<file path="config.mk">
export PLATFORM = sky130hd
export DESIGN_NAME = adsc_ctrl
export DESIGN_NICKNAME = d
export VERILOG_FILES = /design/src/verilog/adsc_pkg.sv /design/src/verilog/adsc_seq_if.sv /design/src/verilog/adsc_ctrl.sv /design/src/verilog/adsc_sar_seq.sv
export SDC_FILE = /design/constraint.sdc
export NUM_CORES = 1
export LEC_CHECK = 0
export ABC_AREA = 1
export BUFFER_PORTS_ARGS = -buffer_cell sky130_fd_sc_hd__clkbuf_2
export CAP_MARGIN = 20
export CORE_AREA = 2 2 121 123
export DETAILED_ROUTE_END_ITERATION = 10
export DIE_AREA = 0 0 123 125
export GPL_TIMING_DRIVEN = 0
export PLACE_DENSITY = 0.7
export SLEW_MARGIN = 20
export SYNTH_ARGS = -nofsm -noshare
export SYNTH_HDL_FRONTEND = slang
export SYNTH_SLANG_ARGS = --single-unit
</file>
<file path="constraint.sdc">
create_clock -name clk_sys_i -period 3.1 [get_ports clk_sys_i]
set_clock_uncertainty 0.05 [all_clocks]
set_input_delay 0.155 -clock clk_sys_i [delete_from_list [all_inputs] [get_ports clk_sys_i]]
set_output_delay 0.155 -clock clk_sys_i [all_outputs]
set_load 0.01 [all_outputs]
</file>
<file path="src/verilog/adsc_pkg.sv">
package adsc_pkg;
	// ****************************************
	// register addresses
	// ****************************************
	localparam logic [15:0] ADDR_RISE_EN = 16'hff48;
	localparam logic [15:0] ADDR_FALL_EN = 16'hff49;
	localparam logic [15:0] ADDR_MODE = 16'hff80;
	localparam logic [15:0] ADDR_CHAN = 16'hff81;

	// ****************************************
	// reset values and write masks
	// ****************************************
	localparam logic [7:0] MODE_RESET = 8'h00;
	localparam logic [7:0] CHAN_RESET = 8'h00;
	localparam logic [7:0] EDGE_RESET = 8'h00;
	localparam logic [7:0] CHAN_MASK = 8'h0f;
	localparam logic [7:0] EDGE_MASK = 8'h3f;

	// ****************************************
	// mode register fields
	// ****************************************
	localparam int MODE_RUN_BIT = 7;
	localparam int MODE_HW_BIT = 6;
	localparam int MODE_TIME_LSB = 3;
	localparam int MODE_EDGE_LSB = 1;
	localparam int MODE_BOOST_BIT = 0;

	// ****************************************
	// conversion time codes and counts
	// ****************************************
	localparam logic [2:0] TIME_144 = 3'h0;
	localparam logic [2:0] TIME_576 = 3'h4;
	localparam logic [2:0] TIME_480 = 3'h5;
	localparam logic [2:0] TIME_384 = 3'h6;
	localparam int CONV_CYC_144 = 144;
	localparam int CONV_CYC_576 = 576;
	localparam int CONV_CYC_480 = 480;
	localparam int CONV_CYC_384 = 384;
	// two sample steps then ten compare steps
	localparam int SEQ_STEPS = 12;
	localparam int SAMPLE_STEPS = 2;
	localparam int RES_BITS = 10;
	localparam int RES_PAD = 6;
	localparam int EXT_PINS = 6;
endpackage : adsc_pkg

</file>
<file path="src/verilog/adsc_seq_if.sv">
`timescale 1ns/1ns
interface adsc_seq_if;
	logic start;
	logic abort;
	logic [5:0] step_len;
	logic cmp;
	logic busy;
	logic sampling;
	logic [9:0] trial;
	logic done;
	logic [9:0] result;

	modport ctrl (output start, output abort, output step_len, output cmp,
		input busy, input sampling, input trial, input done, input result);
	modport seq (input start, input abort, input step_len, input cmp,
		output busy, output sampling, output trial, output done, output result);
endinterface : adsc_seq_if
</file>
<file path="src/verilog/adsc_ctrl.sv">
`timescale 1ns/1ns
// Function
// mode bit 7 stops or enables conversion.
// mode bit 6 picks software start or external trigger start.
// time field picks 144, 576, 480 or 384 clocks; others prohibited.
// mode bits 2:1 pick trigger edge none, falling, rising or both.
// mode bit 0 drives the booster; set it before run.
// software waits 14 us from booster on to run on.
// software clears run before clearing booster.
// software stops conversion before changing the time field.
// software picks a time code giving at least 14 us.
// channel bits 3:0 pick input 0 to 9; bits 7:4 read zero.
// channel register takes byte writes only; others take bit writes too.
// per pin 0-5 rising and falling enables pick the valid edge.
// sample the channel for a fixed interval, then hold.
// start with bit 9 set against the half tap.
// each lower bit is trial-set and kept if input at least tap.
// after ten bits the value moves to the result register.
// end interrupt raised together with the result latch.
// hardware start converts once per valid edge, then waits.
// software start repeats conversions until run is cleared.
// mode or channel write aborts; restart if run stays set.
// writing mode with run clear stops conversion at once.
// ten steps spread over the count, comparator sampled per step; code spreads 12 steps (2 sample, then 10 compare).
module adsc_ctrl (
	// clock, reset, enable
	input wire logic clk_sys_i,
	input wire logic reset_i,
	input wire logic ce_i,
	// cpu register port
	input wire logic [15:0] cpu_addr_i,
	input wire logic cpu_wr_i,
	input wire logic cpu_bit_wr_i,
	input wire logic [2:0] cpu_bit_sel_i,
	input wire logic [7:0] cpu_wdata_i,
	output logic [7:0] cpu_rdata_o,
	// pins
	input wire logic ext_trigger_i,
	input wire logic comparator_i,
	input wire logic [5:0] ext_irq_pin_i,
	// analog front end
	output logic booster_enable_o,
	output logic sample_hold_o,
	output logic [9:0] tap_code_o,
	output logic [3:0] channel_code_o,
	// results and events
	output logic [15:0] conversion_result_o,
	output logic conversion_end_irq_o,
	output logic [5:0] ext_irq_edge_o
);
	typedef enum logic [1:0] {ST_IDLE, ST_WAIT_TRIG, ST_CONVERT} adsc_state_e;

	adsc_seq_if sq ();

	adsc_sar_seq u_seq (
		.clk_sys_i(clk_sys_i),
		.reset_i(reset_i),
		.ce_i(ce_i),
		.sq(sq.seq)
	);

	// ****************************************
	// register file
	// ****************************************
	logic [7:0] converter_mode_reg, converter_mode_next;
	logic [7:0] channel_select_reg, channel_select_next;
	logic [7:0] rising_edge_enable_reg, rising_edge_enable_next;
	logic [7:0] falling_edge_enable_reg, falling_edge_enable_next;
	logic [7:0] rdata_reg, rdata_next;
	logic any_wr;
	logic mode_wr;
	logic chan_wr;

	function automatic logic [7:0] merge(input logic [7:0] old, input logic byte_wr,
		input logic bit_wr, input logic [2:0] sel, input logic [7:0] wd);
		logic [7:0] m;
		m = 8'h01 << sel;
		if (byte_wr) begin
			merge = wd;
		end else if (bit_wr) begin
			merge = (old & ~m) | (wd[0] ? m : 8'h00);
		end else begin
			merge = old;
		end
	endfunction : merge

	assign any_wr = cpu_wr_i || cpu_bit_wr_i;
	assign mode_wr = any_wr && cpu_addr_i == adsc_pkg::ADDR_MODE;
	// bit writes do not reach the channel register
	assign chan_wr = cpu_wr_i && cpu_addr_i == adsc_pkg::ADDR_CHAN;

	always_comb begin
		converter_mode_next = converter_mode_reg;
		rising_edge_enable_next = rising_edge_enable_reg;
		falling_edge_enable_next = falling_edge_enable_reg;
		channel_select_next = channel_select_reg;
		if (mode_wr) begin
			converter_mode_next = merge(converter_mode_reg, cpu_wr_i, cpu_bit_wr_i,
				cpu_bit_sel_i, cpu_wdata_i);
		end
		if (chan_wr) begin
			channel_select_next = cpu_wdata_i & adsc_pkg::CHAN_MASK;
		end
		if (any_wr && cpu_addr_i == adsc_pkg::ADDR_RISE_EN) begin
			rising_edge_enable_next = adsc_pkg::EDGE_MASK & merge(rising_edge_enable_reg,
				cpu_wr_i, cpu_bit_wr_i, cpu_bit_sel_i, cpu_wdata_i);
		end
		if (any_wr && cpu_addr_i == adsc_pkg::ADDR_FALL_EN) begin
			falling_edge_enable_next = adsc_pkg::EDGE_MASK & merge(falling_edge_enable_reg,
				cpu_wr_i, cpu_bit_wr_i, cpu_bit_sel_i, cpu_wdata_i);
		end
		unique case (cpu_addr_i)
			adsc_pkg::ADDR_MODE: rdata_next = converter_mode_reg;
			adsc_pkg::ADDR_CHAN: rdata_next = channel_select_reg;
			adsc_pkg::ADDR_RISE_EN: rdata_next = rising_edge_enable_reg;
			adsc_pkg::ADDR_FALL_EN: rdata_next = falling_edge_enable_reg;
			default: rdata_next = 8'h00;
		endcase
	end

	always_ff @(posedge clk_sys_i or posedge reset_i) begin
		if (reset_i) begin
			converter_mode_reg <= adsc_pkg::MODE_RESET;
			channel_select_reg <= adsc_pkg::CHAN_RESET;
			rising_edge_enable_reg <= adsc_pkg::EDGE_RESET;
			falling_edge_enable_reg <= adsc_pkg::EDGE_RESET;
			rdata_reg <= 8'h00;
		end else if (ce_i) begin
			converter_mode_reg <= converter_mode_next;
			channel_select_reg <= channel_select_next;
			rising_edge_enable_reg <= rising_edge_enable_next;
			falling_edge_enable_reg <= falling_edge_enable_next;
			rdata_reg <= rdata_next;
		end
	end

	// ****************************************
	// pin synchronisers and edge detect
	// ****************************************
	// bit 7 comparator, bit 6 trigger, bits 5:0 interrupt pins
	logic [7:0] s1_reg, s2_reg, s3_reg, lvl_reg, lvl_next;
	logic [7:0] pins;
	logic [7:0] agree;
	logic [5:0] edge_next, edge_reg;
	logic trig_rise;
	logic trig_fall;
	logic trig_valid;

	assign pins = {comparator_i, ext_trigger_i, ext_irq_pin_i};
	// a change counts only once stages two and three agree
	assign agree = ~(s2_reg ^ s3_reg);
	assign lvl_next = (agree & s2_reg) | (~agree & lvl_reg);
	assign trig_rise = lvl_next[6] && !lvl_reg[6];
	assign trig_fall = !lvl_next[6] && lvl_reg[6];
	assign trig_valid = (converter_mode_reg[adsc_pkg::MODE_EDGE_LSB + 1] && trig_rise)
		|| (converter_mode_reg[adsc_pkg::MODE_EDGE_LSB] && trig_fall);

	genvar gi;
	generate
		for (gi = 0; gi < adsc_pkg::EXT_PINS; gi++) begin : g_pin_edge
			assign edge_next[gi] = (rising_edge_enable_reg[gi] && lvl_next[gi] && !lvl_reg[gi])
				|| (falling_edge_enable_reg[gi] && !lvl_next[gi] && lvl_reg[gi]);
		end
	endgenerate

	always_ff @(posedge clk_sys_i or posedge reset_i) begin
		if (reset_i) begin
			s1_reg <= 8'h00;
			s2_reg <= 8'h00;
			s3_reg <= 8'h00;
			lvl_reg <= 8'h00;
			edge_reg <= 6'h00;
		end else if (ce_i) begin
			s1_reg <= pins;
			s2_reg <= s1_reg;
			s3_reg <= s2_reg;
			lvl_reg <= lvl_next;
			edge_reg <= edge_next;
		end
	end

	// ****************************************
	// conversion control
	// ****************************************
	adsc_state_e state_reg, state_next;
	logic [15:0] result_reg, result_next;
	logic irq_reg, irq_next;
	logic run;
	logic hw_start;
	logic [5:0] step_len;
	logic start;
	logic abort;

	assign run = converter_mode_reg[adsc_pkg::MODE_RUN_BIT];
	assign hw_start = converter_mode_reg[adsc_pkg::MODE_HW_BIT];

	always_comb begin
		unique case (converter_mode_reg[adsc_pkg::MODE_TIME_LSB +: 3])
			adsc_pkg::TIME_576: step_len = 6'(adsc_pkg::CONV_CYC_576 / adsc_pkg::SEQ_STEPS);
			adsc_pkg::TIME_480: step_len = 6'(adsc_pkg::CONV_CYC_480 / adsc_pkg::SEQ_STEPS);
			adsc_pkg::TIME_384: step_len = 6'(adsc_pkg::CONV_CYC_384 / adsc_pkg::SEQ_STEPS);
			// prohibited codes fall back to the shortest legal time
			default: step_len = 6'(adsc_pkg::CONV_CYC_144 / adsc_pkg::SEQ_STEPS);
		endcase
	end

	always_comb begin
		state_next = state_reg;
		start = 1'b0;
		abort = 1'b0;
		result_next = result_reg;
		irq_next = 1'b0;
		if (mode_wr || chan_wr) begin
			abort = 1'b1;
			if (!converter_mode_next[adsc_pkg::MODE_RUN_BIT]) begin
				state_next = ST_IDLE;
			end else if (converter_mode_next[adsc_pkg::MODE_HW_BIT]) begin
				state_next = ST_WAIT_TRIG;
			end else begin
				state_next = ST_CONVERT;
			end
		end else begin
			unique case (state_reg)
				ST_IDLE: begin
					state_next = ST_IDLE;
				end
				ST_WAIT_TRIG: begin
					if (trig_valid) begin
						state_next = ST_CONVERT;
					end
				end
				ST_CONVERT: begin
					if (!sq.busy && !sq.done) begin
						start = 1'b1;
					end
					if (sq.done) begin
						result_next = {sq.result, adsc_pkg::RES_PAD'(0)};
						irq_next = 1'b1;
						state_next = hw_start ? ST_WAIT_TRIG : ST_CONVERT;
					end
				end
			endcase
		end
	end

	always_ff @(posedge clk_sys_i or posedge reset_i) begin
		if (reset_i) begin
			state_reg <= ST_IDLE;
			result_reg <= 16'h0000;
			irq_reg <= 1'b0;
		end else if (ce_i) begin
			state_reg <= state_next;
			result_reg <= result_next;
			irq_reg <= irq_next;
		end
	end

	assign sq.start = start && run;
	assign sq.abort = abort;
	assign sq.step_len = step_len;
	assign sq.cmp = lvl_reg[7];

	assign cpu_rdata_o = rdata_reg;
	assign booster_enable_o = converter_mode_reg[adsc_pkg::MODE_BOOST_BIT];
	assign sample_hold_o = sq.sampling;
	assign tap_code_o = sq.trial;
	assign channel_code_o = channel_select_reg[3:0];
	assign conversion_result_o = result_reg;
	assign conversion_end_irq_o = irq_reg;
	assign ext_irq_edge_o = edge_reg;
endmodule : adsc_ctrl

</file>
<file path="src/verilog/adsc_sar_seq.sv">
`timescale 1ns/1ns
module adsc_sar_seq (
	// clock, reset, enable
	input wire logic clk_sys_i,
	input wire logic reset_i,
	input wire logic ce_i,
	// control side
	adsc_seq_if.seq sq
);
	typedef enum logic {SQ_IDLE, SQ_RUN} adsc_seq_e;

	adsc_seq_e state_reg, state_next;
	logic [5:0] cnt_reg, cnt_next;
	logic [3:0] step_reg, step_next;
	logic [9:0] sar_reg, sar_next;
	logic [9:0] res_reg, res_next;
	logic done_reg, done_next;
	logic [3:0] bit_idx;
	logic [9:0] bit_mask;
	logic step_end;

	assign bit_idx = 4'(adsc_pkg::SEQ_STEPS - 1) - step_reg;
	assign bit_mask = 10'h001 << bit_idx;
	assign step_end = (cnt_reg == sq.step_len - 6'h01);

	always_comb begin
		state_next = state_reg;
		cnt_next = cnt_reg;
		step_next = step_reg;
		sar_next = sar_reg;
		res_next = res_reg;
		done_next = 1'b0;
		if (sq.abort) begin
			state_next = SQ_IDLE;
		end else if (state_reg == SQ_IDLE) begin
			if (sq.start) begin
				state_next = SQ_RUN;
				cnt_next = 6'h00;
				step_next = 4'h0;
				sar_next = 10'h000;
			end
		end else if (!step_end) begin
			cnt_next = cnt_reg + 6'h01;
		end else begin
			cnt_next = 6'h00;
			step_next = step_reg + 4'h1;
			if (step_reg >= 4'(adsc_pkg::SAMPLE_STEPS)) begin
				// bit kept when input at or above the trial tap
				sar_next = sq.cmp ? (sar_reg | bit_mask) : sar_reg;
			end
			if (step_reg == 4'(adsc_pkg::SEQ_STEPS - 1)) begin
				state_next = SQ_IDLE;
				res_next = sq.cmp ? (sar_reg | bit_mask) : sar_reg;
				done_next = 1'b1;
			end
		end
	end

	always_ff @(posedge clk_sys_i or posedge reset_i) begin
		if (reset_i) begin
			state_reg <= SQ_IDLE;
			cnt_reg <= 6'h00;
			step_reg <= 4'h0;
			sar_reg <= 10'h000;
			res_reg <= 10'h000;
			done_reg <= 1'b0;
		end else if (ce_i) begin
			state_reg <= state_next;
			cnt_reg <= cnt_next;
			step_reg <= step_next;
			sar_reg <= sar_next;
			res_reg <= res_next;
			done_reg <= done_next;
		end
	end

	assign sq.busy = (state_reg == SQ_RUN);
	assign sq.sampling = sq.busy && (step_reg < 4'(adsc_pkg::SAMPLE_STEPS));
	assign sq.trial = sq.busy && !sq.sampling ? (sar_reg | bit_mask) : 10'h000;
	assign sq.done = done_reg;
	assign sq.result = res_reg;
endmodule : adsc_sar_seq

</file>
* After elaboration in Yosys (flattened, before gate mapping)
Cells that the tools add are included.
** Operators by class
- Add/subtract/negate cells :: 4
- $lt $le $gt $ge :: 2
- Eq/ne operators :: 15
- Shift-type cells :: 2
- Mux-type cells :: 45
- Bitwise operators :: 16
- Reductions and logical operators :: 75
** Operators with widths (count)
- equality test 16 bit (second input constant) :: 4
- two-way mux 10 bit :: 6
- two-way mux 6 bit :: 7
- logical AND 1 bit :: 36
- two-way mux 8 bit :: 4
- one-hot mux 8 bit (4 select lines) :: 1
- bitwise AND 8 bit :: 3
- inverter 8 bit :: 3
- one-hot mux 6 bit (3 select lines) :: 1
- logical NOT 1 bit :: 17
- two-way mux 1 bit :: 16
- OR 8 bit :: 2
- AND reduction 3 bit :: 5
- bitwise AND 6 bit :: 2
- two-way mux 2 bit :: 6
- two-way mux 4 bit :: 3
- OR 6 bit :: 2
- OR 10 bit :: 1
- AND reduction 5 bit :: 2
- left shift 1 x 4 -> 10 bit (first input constant) :: 1
- equality test 3 bit (second input constant) :: 3
- logical OR 1 bit :: 9
- AND reduction 4 bit :: 2
- left shift 1 x 3 -> 8 bit (first input constant) :: 1
- 19 further kinds :: 22
** Storage, ports and cells
- Flip-flop bits (word level) :: 115
- Input port bits :: 40
- Output and inout port bits :: 47
- Logic and storage cells :: 179

* Depth between registers and ports, before layout
- Word-level depth :: 12
- Gate-level depth with buffers :: 14
- Depth with buffers taken out :: 14

* By module
A second synthesis with hierarchy kept.
** Second synthesis, totals
- Cell total of the unflattened synthesis :: 884
- Area total of the unflattened synthesis :: 6640.1 sq um
** By module, submodules not included
- adsc_ctrl :: instances 1, cells each 575, area an instance 4465.5 sq um, seq. area each 2077.0 sq um
- adsc_sar_seq :: instances 1, cells each 309, area an instance 2174.6 sq um, seq. area each 800.8 sq um

* Worst setup path before layout
Ideal clock, no wire load.
- Kind :: register to register
- Start point :: register converter_mode_reg[3]
- End point :: register u_seq.sar_reg[0]
- Library setup time :: 118 ps
- Data arrival time :: 1842 ps
- Required time :: 2932 ps
- Slack :: 1090 ps
- Cell stages (with the launch flop) :: 13
- Buffers on the path :: 0
- Clock period less this slack :: 2010 ps
- Cell sequence :: dfrtp_1 nor2_1 nand2_1 ha_1 o21ai_0 a21oi_1 nand2_1 nor2_4 nand2_4 nand2_4 nand4_4 nand2_1 nand2_1
** Between the ends
- Cells in the longest elaborated chain, start to end :: 6
- Elaborated cells on any way between the ends :: 8
- Classes of those cells :: add/sub: 1; eq/ne: 5; mux: 1; reduce/logical: 1
** RTL lines
- start: declaration :: line adsc_ctrl.sv:65 : logic [7:0] converter_mode_reg, converter_mode_next;
- start signal: assignment :: line adsc_ctrl.sv:123 : converter_mode_reg <= adsc_pkg::MODE_RESET;
- start signal: assignment :: line adsc_ctrl.sv:129 : converter_mode_reg <= converter_mode_next;
- equality test 3 bit :: line adsc_ctrl.sv:198 : unique case (converter_mode_reg[adsc_pkg::MODE_TIME_LSB +: 3])
- one-hot mux 6 bit (3 select lines) * :: line adsc_ctrl.sv:198
- subtractor 6 x 1 -> 6 bit * :: line adsc_sar_seq.sv:24 : assign step_end = (cnt_reg == sq.step_len - 6'h01);
- equality test 6 bit * :: line adsc_sar_seq.sv:24
- inequality test 2 bit (no source line) *
- AND reduction 5 bit (no source line) *
- end signal: assignment :: line adsc_sar_seq.sv:71 : sar_reg <= sar_next;
- end: declaration :: line adsc_sar_seq.sv:15 : logic [9:0] sar_reg, sar_next;
Mark *: on every way between the ends. The rest lies on a longest branch, timed or not.
A chain may end at the register's enable or synchronous reset.

* Worst setup path in the final report
- Start point :: register converter_mode_reg[3]
- End point :: register u_seq.sar_reg[8]
The elaborated chain is that of the path after synthesis.

==> flow_summary_export.csv <==
group,metric,value,unit
power_and_ir_drop,comb_power_share,15.0,%
power_and_ir_drop,p_per_area,558,nW/µm²
clock_tree,clkTransAtPathRegs,50,ps
power_and_ir_drop,switching_share,28.5,%
yosys,yosys.area_share.adder,2.82,%
die,die_height,125,µm
die,row_count,44,
critical_path,cp-start-kind,"flop",
drt,via_per_inst,4.98,
critical_path,arrival,2580,ps
yosys,yosys.area_share.simple,26.9,%
critical_path,startpoint,"converter_mode_reg[3]",
global_routing,grt_overflow,0,
critical_path,r2r_start,"converter_mode_reg[3]",
yosys,ys_types,46,
sta,drv_slew,0,
sta,fin_ws,766,ps
final_layout,finish.utilization,53.6,%
die,io_pins,87,
global_routing,grt_max_degree,34,
clock_tree,cts_made_buffers,17,
critical_path,cp_cell_sequence,"nor2_1 > nand2_1 > ha_1 > o21ai_0 > a21oi_1 > nand2_1 > nor2_4 > nand2_4 > nand2_4 > nand4_4 > nand2_1 > nand2_1",
critical_path,r2r_end,"u_seq.sar_reg[8]",
yosys,synthArstFlopShare,100,%
yosys,synth_xor_area_share,0.845,%
critical_path,endpoint_kind,"flop",
sta,setup-violations-final,0,
power_and_ir_drop,p_clk_share,44.3,%
sta,worst_slew_pin_slew,721,ps
clock_tree,htree_num_levels,4,
final_layout,syn_to_final_growth,22.5,%
flow_run,maxCapViolations,0,
drt,drt_iter0_drc,396,
sta,fin_crit_sh,75.3,%
global_routing,grt_usage,21.3,%
global_routing,use_met2,31.0,%
placement,gp_congestion,0.929,
yosys,synth_top_family_by_area,"simple AND/OR/NAND/NOR gates",
drt,wl_per_cell,13.7,µm
final_layout,final_cell_area,7620,µm²
final_layout,layout_common_cells,"nand2_1, inv_1, dfrtp_1",
clock_tree,postCtsSetupBuffers,0,
die,die_x,123,µm
final_layout,fill_cells,1338,
power_and_ir_drop,leakagePower,3.85,nW
critical_path,critical_path_required,3350,ps
power_and_ir_drop,ir_worst_vdd,411,µV
yosys,synth_compound_area_share,12.7,%
final_layout,drive_above_1_share,17.6,%
worst_hold_path,min_delay_path_depth,3,
critical_path,critPathKind,"flop to flop",
drt,drc,0,
critical_path,slowest_delay,440,ps
placement,pre_cts_ws,791,ps
yosys,synthMuxAreaShare,0.322,%
final_layout,final_cells,1111,
die,start_util,43.8,%
global_routing,grt_pass1_wl,25.7,mm
sta,tns,0,ps
sta,max_freq,0.428,GHz
placement,detailed_place_hpwl,11.1,mm
global_routing,grt_antenna_before_repair,0,
final_layout,final_nets,968,
clock_tree,cts_root_buffer,"clkbuf_16",
yosys,synth_flop_cell,"dfrtp_1",
final_layout,final_common_cell,"nand2_1",
clock_tree,cts_tree,"done",
yosys,synth_edf_count,0,
yosys,ys_seq_area_share,46.3,%
final_layout,n_antenna_cell,0,
drt,antenna_left,0,
status,status,"completed",
global_routing,gr-max-usage-layer,"met1",
global_routing,grtUsageMet3,4.74,%
worst_hold_path,min_from,"cpu_wdata_i[0]",
sta,slew_headroom,51.9,%
power_and_ir_drop,p_int,0.00304,W
sta,hold_viol,0,
die,core,14200,µm²
yosys,synthCells,796,
placement,port_buffers,80,
yosys,ys_warn_count,0,
critical_path,r2r_cells,12,
yosys,syn_avg_cell_area,7.81,µm²
sta,rsz0062_at_grt,"false",
critical_path,worstPathMaxFanout,10,
critical_path,crit_slowest_cell,"dfrtp_1",
clock_tree,cts_buffer_depth,2,
placement,dp_cells,1068,
power_and_ir_drop,p_switching,0.00121,W
worst_hold_path,holdCritPathClass,"input port to flop",
yosys,synth_area,6220,µm²
critical_path,critPathMostFrequentCell,"nand2_1",
drt,vias,5533,
global_routing,grt_pass1_vias,5213,
clock_tree,numClockSinks,115,
critical_path,r2r_slack,770,ps
global_routing,met1_usage,31.7,%
sta,min_period,2330,ps
yosys,ys_ff_latch,115,
placement,dpl_cell_area,6930,µm²
die,die-area,15400,µm²
drt,dr.pass1.iters,5,
drt,wl,15.2,mm
power_and_ir_drop,power.share.sequential,40.7,%
clock_tree,clk_latency,420,ps
[what timing repair did]
| item | CTS | global route |
|---|---|---|
| hold buffers | 11 | 0 |
| hold endpoints to repair | 39 | 0 |
| gates resized for setup | 0 | 0 |
| endpoints found under the setup margin | 0 | 0 |
[routing by layer]
metal | wire (µm) | vias up | part of all wire [%]
met4 | 197 | 0 | 1.3
met3 | 819 | 14 | 5.4
met5 | 0 | - | 0
met2 | 6610 | 149 | 44
li1 | - | 2796 | -
met1 | 7560 | 2574 | 50
[power groups by stage]
| stage | combinational (W) | clock, W | sequential, W |
|---|---|---|---|
| 2_1_floorplan | 0.000437 | 0 | 0.00173 |
| 3_3_place_gp | 0.000606 | 0 | 0.00175 |
| 3_5_place_dp | 0.000627 | 0 | 0.00175 |
| 4_1_cts | 0.000640 | 0.00190 | 0.00173 |
| 5_1_grt | 0.000723 | 0.00198 | 0.00175 |
| 6_report | 0.000637 | 0.00188 | 0.00173 |
[metrics by stage]
stage | power (W) | hold slack [ps]
2_1_floorplan | 0.00217 | 222
3_3_place_gp | 0.00235 | 309
3_5_place_dp | 0.00238 | 227
4_1_cts | 0.00427 | 2.14
5_1_grt | 0.00445 | 7.08
6_report | 0.00425 | 19.8
[synth_stat cells (3+ instances only)]
library cell    n  area [µm²]
nand4_1        26         163
o31ai_1         4        30.0
nand3_1        29         145
nand3b_1        7        52.6
a21oi_1        17        85.1
nand2_4         3        33.8
a22o_1          3        26.3
o21ai_0        80         400
o22ai_1         3        18.8
nand2_1       216         811
xor2_1          6        52.6
buf_2           5        25.0
nor2_1         54         203
o21ai_1         9        45.0
nor2_2          6        37.5
nor3_1          8        40.0
inv_2           5        18.8
nand4_2         3        37.5
clkbuf_1       10        37.5
o211ai_1        5        37.5
a31oi_1        10        62.6
buf_4           9        67.6
ha_1           14         175
dfrtp_1       115        2880
inv_1         117         439
o21bai_1        3        22.5
[cells by family (layout without fill, tap and decap cells)]
family	count (synthesis)	count (layout)
and+or+nand+nor	366	366
buffers and inverters	152	278
AOI/OAI and AO/OA	140	140
DFF	115	115
adders and majority gates	14	14
xor gates and xnor gates	6	6
muxes	2	2
other	1	6
[worst max-delay path by stage]
stage,to,cells past startpoint
global placement,converter_mode_reg[0],2
finish,u_seq.sar_reg[8],12
detailed placement,u_seq.sar_reg[3],12
CTS,u_seq.sar_reg[8],12
global route,u_seq.sar_reg[9],13
floorplan,u_seq.sar_reg[0],12
[cell type report]
type,instances,area (µm²),area share (%)
repair buffers,94,571,7.49
plain buffers,29,165,2.17
clock inverters,9,77.6,1.02
clock buffers,23,498,6.54
well taps,184,230,3.02
multi-input cells,534,2730,35.9
flip-flops and latches,115,2880,37.8
inverters,123,468,6.14
[worst max-delay path: cells and delay by family (launching register included)]
family,cells,cell delay (ps)
and+or+nand+nor,9,1210
AOI/OAI and AO/OA,2,210
adders and majority gates,1,310
DFF,1,440
Note: power is estimated with default switching activity, not from simulation.
